### src/verilog/ocpwm_pkg.sv
// package: register map, fields and carriers for the compare channels
package ocpwm_pkg;
   // ==========================================================
   // register indices (printed offsets are not all word aligned)
   localparam logic [9:0] CH1_SECONDARY_IDX = 10'h180;
   localparam logic [9:0] CH1_PRIMARY_IDX   = 10'h182;
   localparam logic [9:0] CH1_CONTROL_IDX   = 10'h184;
   localparam logic [9:0] CH2_SECONDARY_IDX = 10'h186;
   localparam logic [9:0] CH2_PRIMARY_IDX   = 10'h188;
   localparam logic [9:0] CH2_CONTROL_IDX   = 10'h18A;
   localparam int         ADDR_W            = 12;
   // ==========================================================
   // control field positions
   localparam int MODE_LSB       = 0;
   localparam int TSEL_BIT       = 3;
   localparam int FAULT_BIT      = 4;
   localparam int IDLE_STOP_BIT  = 13;
   // ==========================================================
   // reset values
   localparam logic [15:0] COMPARE_RST = 16'h0000;
   localparam logic [2:0]  MODE_RST    = 3'h0;
   // ==========================================================
   // modes
   localparam logic [2:0] M_OFF    = 3'h0;
   localparam logic [2:0] M_LOW    = 3'h1;
   localparam logic [2:0] M_HIGH   = 3'h2;
   localparam logic [2:0] M_TOGGLE = 3'h3;
   localparam logic [2:0] M_SINGLE = 3'h4;
   localparam logic [2:0] M_CONT   = 3'h5;
   localparam logic [2:0] M_PWM    = 3'h6;
   localparam logic [2:0] M_PWMF   = 3'h7;

   // one timer's view as the channel sees it
   typedef struct packed {
      logic [15:0] count;
      logic [15:0] period;
      logic        run;
      logic        idle_stop;
      logic        tick;
   } ocpwm_timer_t;
endpackage : ocpwm_pkg

### src/verilog/ocpwm_top.sv
// two-channel output compare and simple pwm unit with apb registers
//
// The APB register port is this design's own decision.
`timescale 1ns/1ps
// Function
// - each channel picks one of two 16-bit timers by control bit 3
// - select bit zero picks the first timer
// - modes 001/010/011 force low, force high, toggle on primary match
// - timer wrap before primary match leaves pin unchanged
// - 100 single pulse, 101 continuous: start primary, stop secondary
// - after single pulse, no pulse until mode 100 written again
// - modes 110/111 pwm; primary read-only latch, secondary buffer
// - pwm period is period plus one timer ticks
// - at period rollover load duty, set pin if new duty nonzero, raise timer flag
// - duty zero keeps pwm output low
// - duty above period keeps pwm output high
// - mode 111 low fault input tri-states output
// - fault state holds until fault gone and mode rewritten
// - fault sets channel compare interrupt flag
// - read-only fault status bit, clears after removal and rewrite
// - sleep holds pin level and resumes on wake
// - idle runs only if channel and timer idle-stop zero, timer on
// - non-pwm compare event pulses channel flag for one clock
// - pwm period events never set channel compare flag
module ocpwm_top
(
   input  wire logic                  clk_sys_i,
   input  wire logic                  rst_b_i,
   input  wire logic                  psel_i,
   input  wire logic                  penable_i,
   input  wire logic                  pwrite_i,
   input  wire logic [11:0]           paddr_i,
   input  wire logic [31:0]           pwdata_i,
   output logic      [31:0]           prdata_o,
   output logic                       pready_o,
   output logic                       pslverr_o,
   input  wire ocpwm_pkg::ocpwm_timer_t timer_a_i,
   input  wire ocpwm_pkg::ocpwm_timer_t timer_b_i,
   input  wire logic                  sleep_i,
   input  wire logic                  idle_i,
   input  wire logic                  fault_input_pin_b_i,
   output logic      [1:0]            compare_output_pin_o,
   output logic      [1:0]            compare_output_oe_b_o,
   output logic      [1:0]            channel_irq_flag_pulse_o,
   output logic                       first_timer_irq_pulse_o,
   output logic                       second_timer_irq_pulse_o
);
   // ==========================================================
   // helpers
   function automatic logic [11:0] byte_addr(input logic [9:0] idx);
      byte_addr = {idx, 2'b00};
   endfunction : byte_addr

   function automatic logic is_pwm(input logic [2:0] m);
      is_pwm = (m == ocpwm_pkg::M_PWM) || (m == ocpwm_pkg::M_PWMF);
   endfunction : is_pwm

   // ==========================================================
   // fault pin synchroniser
   logic fault_meta;
   logic fault_sync_b;
   always_ff @(posedge clk_sys_i or negedge rst_b_i)
   begin
      if (!rst_b_i)
      begin
         fault_meta   <= 1'b1;
         fault_sync_b <= 1'b1;
      end
      else
      begin
         fault_meta   <= fault_input_pin_b_i;
         fault_sync_b <= fault_meta;
      end
   end

   // ==========================================================
   // apb decode
   logic [15:0] secondary [2];
   logic [15:0] primary   [2];
   logic [2:0]  mode      [2];
   logic [1:0]  tsel;
   logic [1:0]  idle_stop;
   logic [1:0]  fault;
   logic [1:0]  pin;
   logic [1:0]  armed;

   wire access_w = psel_i & penable_i;
   wire wr_w     = access_w & pwrite_i;
   wire sec0_w   = paddr_i == byte_addr(ocpwm_pkg::CH1_SECONDARY_IDX);
   wire pri0_w   = paddr_i == byte_addr(ocpwm_pkg::CH1_PRIMARY_IDX);
   wire con0_w   = paddr_i == byte_addr(ocpwm_pkg::CH1_CONTROL_IDX);
   wire sec1_w   = paddr_i == byte_addr(ocpwm_pkg::CH2_SECONDARY_IDX);
   wire pri1_w   = paddr_i == byte_addr(ocpwm_pkg::CH2_PRIMARY_IDX);
   wire con1_w   = paddr_i == byte_addr(ocpwm_pkg::CH2_CONTROL_IDX);
   wire hit_w    = sec0_w | pri0_w | con0_w | sec1_w | pri1_w | con1_w;
   wire [1:0] sec_hit_w = {sec1_w, sec0_w};
   wire [1:0] pri_hit_w = {pri1_w, pri0_w};
   wire [1:0] con_hit_w = {con1_w, con0_w};

   function automatic logic [15:0] ctl_word(input int c);
      logic [15:0] w;
      w = 16'h0000;
      w[ocpwm_pkg::MODE_LSB +: 3]       = mode[c];
      w[ocpwm_pkg::TSEL_BIT]            = tsel[c];
      w[ocpwm_pkg::FAULT_BIT]           = fault[c];
      w[ocpwm_pkg::IDLE_STOP_BIT]       = idle_stop[c];
      ctl_word = w;
   endfunction : ctl_word

   logic [15:0] rd_mux;
   always_comb
   begin
      rd_mux = 16'h0000;
      if (sec0_w) rd_mux = secondary[0];
      if (pri0_w) rd_mux = primary[0];
      if (con0_w) rd_mux = ctl_word(0);
      if (sec1_w) rd_mux = secondary[1];
      if (pri1_w) rd_mux = primary[1];
      if (con1_w) rd_mux = ctl_word(1);
   end

   // access phase with one wait state: answer one edge after penable
   always_ff @(posedge clk_sys_i or negedge rst_b_i)
   begin
      if (!rst_b_i)
      begin
         prdata_o  <= 32'h0000_0000;
         pready_o  <= 1'b0;
         pslverr_o <= 1'b0;
      end
      else
      begin
         pready_o  <= access_w & ~pready_o;
         pslverr_o <= access_w & ~pready_o & ~hit_w;
         prdata_o  <= {16'h0000, rd_mux};
      end
   end
   wire commit_w = wr_w & pready_o;

   // ==========================================================
   // channels
   logic [1:0] pwm_tick;
   genvar c;
   generate
      for (c = 0; c < 2; c++)
      begin : g_ch
         ocpwm_pkg::ocpwm_timer_t tb;
         assign tb = tsel[c] ? timer_b_i : timer_a_i;
         wire run_w = ~sleep_i & tb.run &
                      ~(idle_i & (idle_stop[c] | tb.idle_stop));
         wire ev_w    = run_w & tb.tick;
         wire wrap_w  = tb.count == tb.period;
         wire pmatch_w = ev_w & (tb.count == primary[c]);
         wire smatch_w = ev_w & (tb.count == secondary[c]);
         wire mode_wr_w = commit_w & con_hit_w[c];
         wire [2:0] new_mode_w = pwdata_i[ocpwm_pkg::MODE_LSB +: 3];
         wire pwm_w  = is_pwm(mode[c]);
         wire flt_w  = (mode[c] == ocpwm_pkg::M_PWMF) & ~fault_sync_b;
         logic [15:0] next_primary;
         logic        next_pin;
         logic        cmp_ev;
         always_comb
         begin
            next_primary = primary[c];
            next_pin     = pin[c];
            cmp_ev       = 1'b0;
            case (mode[c])
               ocpwm_pkg::M_OFF: next_pin = 1'b0;
               ocpwm_pkg::M_LOW, ocpwm_pkg::M_HIGH, ocpwm_pkg::M_TOGGLE:
               begin
                  // a wrap before the match simply changes nothing
                  if (pmatch_w)
                  begin
                     cmp_ev = 1'b1;
                     if (mode[c] == ocpwm_pkg::M_LOW) next_pin = 1'b0;
                     else if (mode[c] == ocpwm_pkg::M_HIGH) next_pin = 1'b1;
                     else next_pin = ~pin[c];
                  end
               end
               ocpwm_pkg::M_SINGLE, ocpwm_pkg::M_CONT:
               begin
                  // relies on software ordering of compares
                  if (pmatch_w & armed[c])
                  begin
                     next_pin = 1'b1;
                     cmp_ev   = 1'b1;
                  end
                  if (smatch_w & pin[c])
                  begin
                     next_pin = 1'b0;
                     cmp_ev   = 1'b1;
                  end
               end
               default:
               begin
                  if (ev_w & wrap_w)
                  begin
                     next_primary = secondary[c];
                     next_pin = (secondary[c] != 16'h0000);
                  end
                  else if (ev_w & (tb.count + 16'h0001 == primary[c])
                           & (primary[c] <= tb.period))
                     next_pin = 1'b0;
               end
            endcase
         end
         assign pwm_tick[c] = pwm_w & ev_w & wrap_w;

         always_ff @(posedge clk_sys_i or negedge rst_b_i)
         begin
            if (!rst_b_i)
            begin
               secondary[c] <= ocpwm_pkg::COMPARE_RST;
               primary[c]   <= ocpwm_pkg::COMPARE_RST;
               mode[c]      <= ocpwm_pkg::MODE_RST;
               tsel[c]      <= 1'b0;
               idle_stop[c] <= 1'b0;
               fault[c]     <= 1'b0;
               pin[c]       <= 1'b0;
               armed[c]     <= 1'b0;
               channel_irq_flag_pulse_o[c] <= 1'b0;
               compare_output_pin_o[c]     <= 1'b0;
               compare_output_oe_b_o[c]    <= 1'b1;
            end
            else
            begin
               if (commit_w & sec_hit_w[c])
                  secondary[c] <= pwdata_i[15:0];
               // primary is read-only while in pwm
               if (commit_w & pri_hit_w[c] & ~pwm_w)
                  primary[c] <= pwdata_i[15:0];
               else
                  primary[c] <= next_primary;
               if (mode_wr_w)
               begin
                  mode[c]      <= new_mode_w;
                  tsel[c]      <= pwdata_i[ocpwm_pkg::TSEL_BIT];
                  idle_stop[c] <= pwdata_i[ocpwm_pkg::IDLE_STOP_BIT];
               end
               // set wins over the rewrite clear
               if (flt_w)
                  fault[c] <= 1'b1;
               else if (mode_wr_w & fault_sync_b)
                  fault[c] <= 1'b0;
               if (mode_wr_w)
                  armed[c] <= 1'b1;
               else if ((mode[c] == ocpwm_pkg::M_SINGLE) & smatch_w
                        & pin[c])
                  armed[c] <= 1'b0;
               else if (mode[c] == ocpwm_pkg::M_CONT)
                  armed[c] <= 1'b1;
               pin[c] <= next_pin;
               channel_irq_flag_pulse_o[c] <=
                  (cmp_ev & ~pwm_w) | (flt_w & ~fault[c]);
               compare_output_pin_o[c]  <= pin[c];
               compare_output_oe_b_o[c] <= fault[c] | flt_w;
            end
         end
      end
   endgenerate

   // timer flag pulses, combined over channels on that timer
   wire a_tick_w = (pwm_tick[0] & ~tsel[0]) | (pwm_tick[1] & ~tsel[1]);
   wire b_tick_w = (pwm_tick[0] & tsel[0]) | (pwm_tick[1] & tsel[1]);
   always_ff @(posedge clk_sys_i or negedge rst_b_i)
   begin
      if (!rst_b_i)
      begin
         first_timer_irq_pulse_o  <= 1'b0;
         second_timer_irq_pulse_o <= 1'b0;
      end
      else
      begin
         first_timer_irq_pulse_o  <= a_tick_w;
         second_timer_irq_pulse_o <= b_tick_w;
      end
   end
endmodule : ocpwm_top

### config.mk
export PLATFORM = sky130hd
export DESIGN_NAME = ocpwm_top
export DESIGN_NICKNAME = d
export VERILOG_FILES = /design/src/verilog/ocpwm_pkg.sv /design/src/verilog/ocpwm_top.sv
export SDC_FILE = /design/constraint.sdc
export NUM_CORES = 1
export LEC_CHECK = 0
export BUFFER_PORTS_ARGS = -buffer_cell sky130_fd_sc_hd__buf_2
export CAP_MARGIN = 20
export CORE_ASPECT_RATIO = 0.8
export CORE_UTILIZATION = 51
export CTS_CLUSTER_SIZE = 40
export DETAILED_ROUTE_END_ITERATION = 10
export PLACE_DENSITY = 0.71
export SLEW_MARGIN = 0
export SYNTH_ARGS = -nofsm -noshare
export SYNTH_HDL_FRONTEND = slang
export SYNTH_SLANG_ARGS = --single-unit
### constraint.sdc
create_clock -name clk_sys_i -period 4.8 [get_ports clk_sys_i]
set_input_delay 0.72 -clock clk_sys_i [delete_from_list [all_inputs] [get_ports clk_sys_i]]
set_output_delay 0.72 -clock clk_sys_i [all_outputs]
set_load 0.01 [all_outputs]
==> impl_metrics.csv <==
group,metric,value,unit
run_status,run_status,"finished, final reports clean",
worst_setup_path,setup.worst_path.class,"flip-flop to flip-flop",
route,drt-pass1-iter-count,5,
route,detail_route.vias_per_cell,6.19,
synth,postSynthAreaPerCell,9.57,um2
power,ir_worst_vdd,0.220,mV
synth,synth_sequential_area_ratio,30.8,%
global_routing,global_route.usage.total,32.6,%
layout,drive_above_1_share,23.6,%
worst_setup_path,worstSetupStartpoint,"tsel[1]",
worst_setup_path,cp_cell_sequence,"buf_12, mux2i_1, inv_1, ha_1, inv_1, a21oi_1, a221oi_1, a21oi_1, nor3_1, nand4_1, nor4_1, o211ai_1, mux2_1",
timing,finalSetupTns,0,ps
global_routing,grtUsageMet3,9.73,%
layout,diodes,0,
worst_setup_path,path_max_fanout,33,
worst_setup_path,r2r-end,"pin[1]",
worst_setup_path,critical_path.n_buffers_inverters,3,
synth,fraction_of_synthesis_flops_using_an_asynchronous_set_or_reset_pin,100,%
die,die_h,119,um
synth,post_synth_xor_area_fraction,11.5,%
synth,largest_family_of_logic_cells_by_synthesized_area,"multiplexers",
timing,worst_slew_pin_slew,1040,ps
route,drt_iter0_markers,622,
placed_design,place.detailed.hpwl,22200,um
clock_network,h-tree-depth,3,
worst_setup_path,worst-endpoint-arrival,4220,ps
worst_setup_path,worst-r2r-cell-count,13,
clock_network,postCtsSetupRepairBufs,0,
route,route.detailed.drc,0,
min_path,hold_path_class,"flip-flop to flip-flop",
synth,area_share_of_fa_ha_maj_cells_after_synthesis,4.85,%
clock_network,cts-buffers-inserted,9,
timing,timing.final.crit_period,3970,ps
timing,hold_viol,0,
clock_network,clkSinkCount,108,
global_routing,met2_resource_use_gr,47.2,%
global_routing,use_met1,46.6,%
layout,fill_cells,1499,
synth,synthFlopType,"dfrtp_1",
route,routed_wire_per_std_cell,22.4,um
synth,yosysWarningCount,0,
synth,postSynthCellCount,917,
synth,synth_enable_flop_cells,0,
die,die-area,17700,um2
worst_setup_path,reg2reg_from,"tsel[1]",
global_routing,grt_antenna_before_repair,0,
worst_setup_path,cp_top_family,"flip-flops",
synth,compound_gate_portion_of_the_synthesized_area,12.5,%
timing,maxSlewHeadroom,30.7,%
worst_setup_path,setup_slack_of_the_most_critical_reg_to_reg_path,830,ps
synth,synth.distinct_cells,73,
global_routing,first_global_vias,7260,
route,route.vias.total,7788,
layout,postLayoutCoreUtil,58.9,%
die,ioPinCount,164,
synth,synth_area,8780,um2
power,leakage,4.39,nW
clock_network,postCtsHoldBufs,0,
timing,max_clock_freq,252,MHz
worst_setup_path,cp-endpoint,"pin[1]",
timing,final.setup_skew,8.13,ps
die,starting_utilization_of_the_core_area,52.5,%
route,antenna_left,0,
layout,final_cell_mix,"buf_2, dfrtp_1, mux2i_1",
placed_design,count_of_input_and_output_buffers,131,
global_routing,grt_start_max_net_pins,57,
global_routing,congestion_overflow_gr,0,
worst_setup_path,timing.critical_path.from_type,"flip-flop",
die,coreArea,16700,um2
route,routed_wirelength,28100,um
flow_run,cap_viol_max_count,0,
clock_network,max-clock-path-buffers,2,
layout,num-nets-final,1189,
clock_network,clock-root-buffer,"clkbuf_16",
timing,post-route-period-util,82.8,%
worst_setup_path,path_depth,13,
timing,report.final.setup_viol,0,
timing,maxSlewViolCount,0,
clock_network,tritoncts_clock_tree,"yes",
synth,ys_ff_latch,108,
worst_setup_path,critPathSlowestCell,"dfrtp_2",
synth,post_synth_and_or_nand_nor_area_fraction,16.4,%
worst_setup_path,slowest_delay,830,ps
clock_network,clock_pin_slew_worst_setup_and_hold_paths,80,ps
die,placement_rows,42,
synth,fraction_of_synthesized_area_in_multiplexers,19.3,%
worst_setup_path,critical_path.endpoint_type,"flip-flop",
worst_setup_path,worstPathRequired,5040,ps
global_routing,grt_max_usage_layer,"met2",
placed_design,place.gp.congestion,1.04,
die,die_width,149,um
timing,rsz0062_at_grt,"false",
clock_network,worstSkewPairLatency,360,ps
global_routing,grt_pass1_wl,42600,um
layout,area_growth,12.1,%
power,power-per-cell-area,201,nW/um2
clock_network,post_cts_resize_count,0,
layout,layout.cells.most_common,"buf_2",
[layer usage]
layer	share of wire (%)	wire length (um)	vias up
met4	2.3	634	0
met1	43	12200	3771
met5	0	0	-
met2	42	11900	387
met3	12	3400	37
li1	-	-	3593
[sequential cells by signal, indices dropped and copies added, names as in the netlist]
name,count
secondary,32
second_timer_irq_pulse_o,1
idle_stop,2
compare_output_pin_o,2
armed,2
fault,2
channel_irq_flag_pulse_o,2
tsel,2
mode,6
primary,32
pslverr_o,1
fault_sync_b,1
pin,2
compare_output_oe_b_o,2
first_timer_irq_pulse_o,1
prdata_o,16
fault_meta,1
pready_o,1
[power by group]
| group | switching (mW) | internal [mW] |
|---|---|---|
| Combinational | 0.204 | 0.119 |
| Clock | 0.372 | 0.365 |
| Sequential | 0.00286 | 0.914 |
| Total | 0.579 | 1.40 |
[worst min-delay path by stage]
stage	cells after the start	start	slack, ps	endpoint
after floorplan	0	fault_meta	350	fault_sync_b
after global placement	0	fault_meta	350	fault_sync_b
after detailed placement	0	fault_meta	350	fault_sync_b
after CTS	0	fault_meta	360	fault_sync_b
after global routing	0	fault_meta	360	fault_sync_b
final	0	fault_meta	360	fault_sync_b
[kinds of logic (layout without fill, tap and decap cells)]
family          Yosys count  in the layout
xor+xnor                115            115
other cells               1             16
fa+ha+maj                34             34
flops                   108            108
simple gates            275            275
buf+inv                  69            175
mux                     157            157
compound gates          158            158
[worst register-to-register path, stage by stage, from the launching register on]
cell      delay (ps)
dfrtp_2          830
buf_12           330
mux2i_1          480
inv_1             90
ha_1             260
inv_1            130
a21oi_1           80
a221oi_1         330
a21oi_1          110
nor3_1           200
nand4_1          110
nor4_1           430
o211ai_1         150
mux2_1           330
[synth_stat cells, drive strengths merged, types with 3 or more instances]
library cell	number	area [um2]
nor3	22	120
dfstp	4	105
a31oi	7	43.8
nand3b	6	45.0
mux2	52	586
a221oi	6	58.8
xor2	51	447
nand3	30	155
o21ai	37	185
o21a	3	22.5
o211ai	5	37.5
nor2	61	239
and2	3	18.8
a221o	12	120
xnor2	64	561
o22ai	5	31.3
nand4b	3	26.3
a211oi	8	60.1
ha	34	425
mux2i	105	1110
buf	34	268
nand4	32	200
a21oi	40	204
inv	15	56.3
a222oi	4	40.0
o31ai	3	22.5
nor4	23	184
a21o	7	52.6
and3	4	25.0
nand2b	4	25.0
dfrtp	104	2600
or3	7	43.8
clkbuf	20	75.1
a2111oi	5	87.6
nor2b	7	43.8
a22oi	7	52.6
nand2	64	240
[metrics by stage]
step | total power, mW | hold slack [ps] | instance area (um2) | std cells | worst slack, ps
after floorplan | 1.11 | 345 | 8830 | 932 | 1120
after global placement | 1.25 | 346 | 9540 | 1242 | 947
after detailed placement | 1.25 | 347 | 9540 | 1242 | 873
after CTS | 1.98 | 358 | 9840 | 1258 | 860
after global routing | 2.05 | 364 | 9840 | 1258 | 712
final | 1.98 | 356 | 9840 | 1258 | 826
[cell type report]
type                    count  area [um2]  area share, %
clock buffers               9         225           2.29
repair buffers            144         768           7.80
flip-flops and latches    108        2710           27.5
clock inverters             7        75.1          0.763
inverters                  15        56.3          0.572
well taps                 220         275           2.80
multi-input cells         755        5730           58.2
Power figures use the tool's default switching activity.
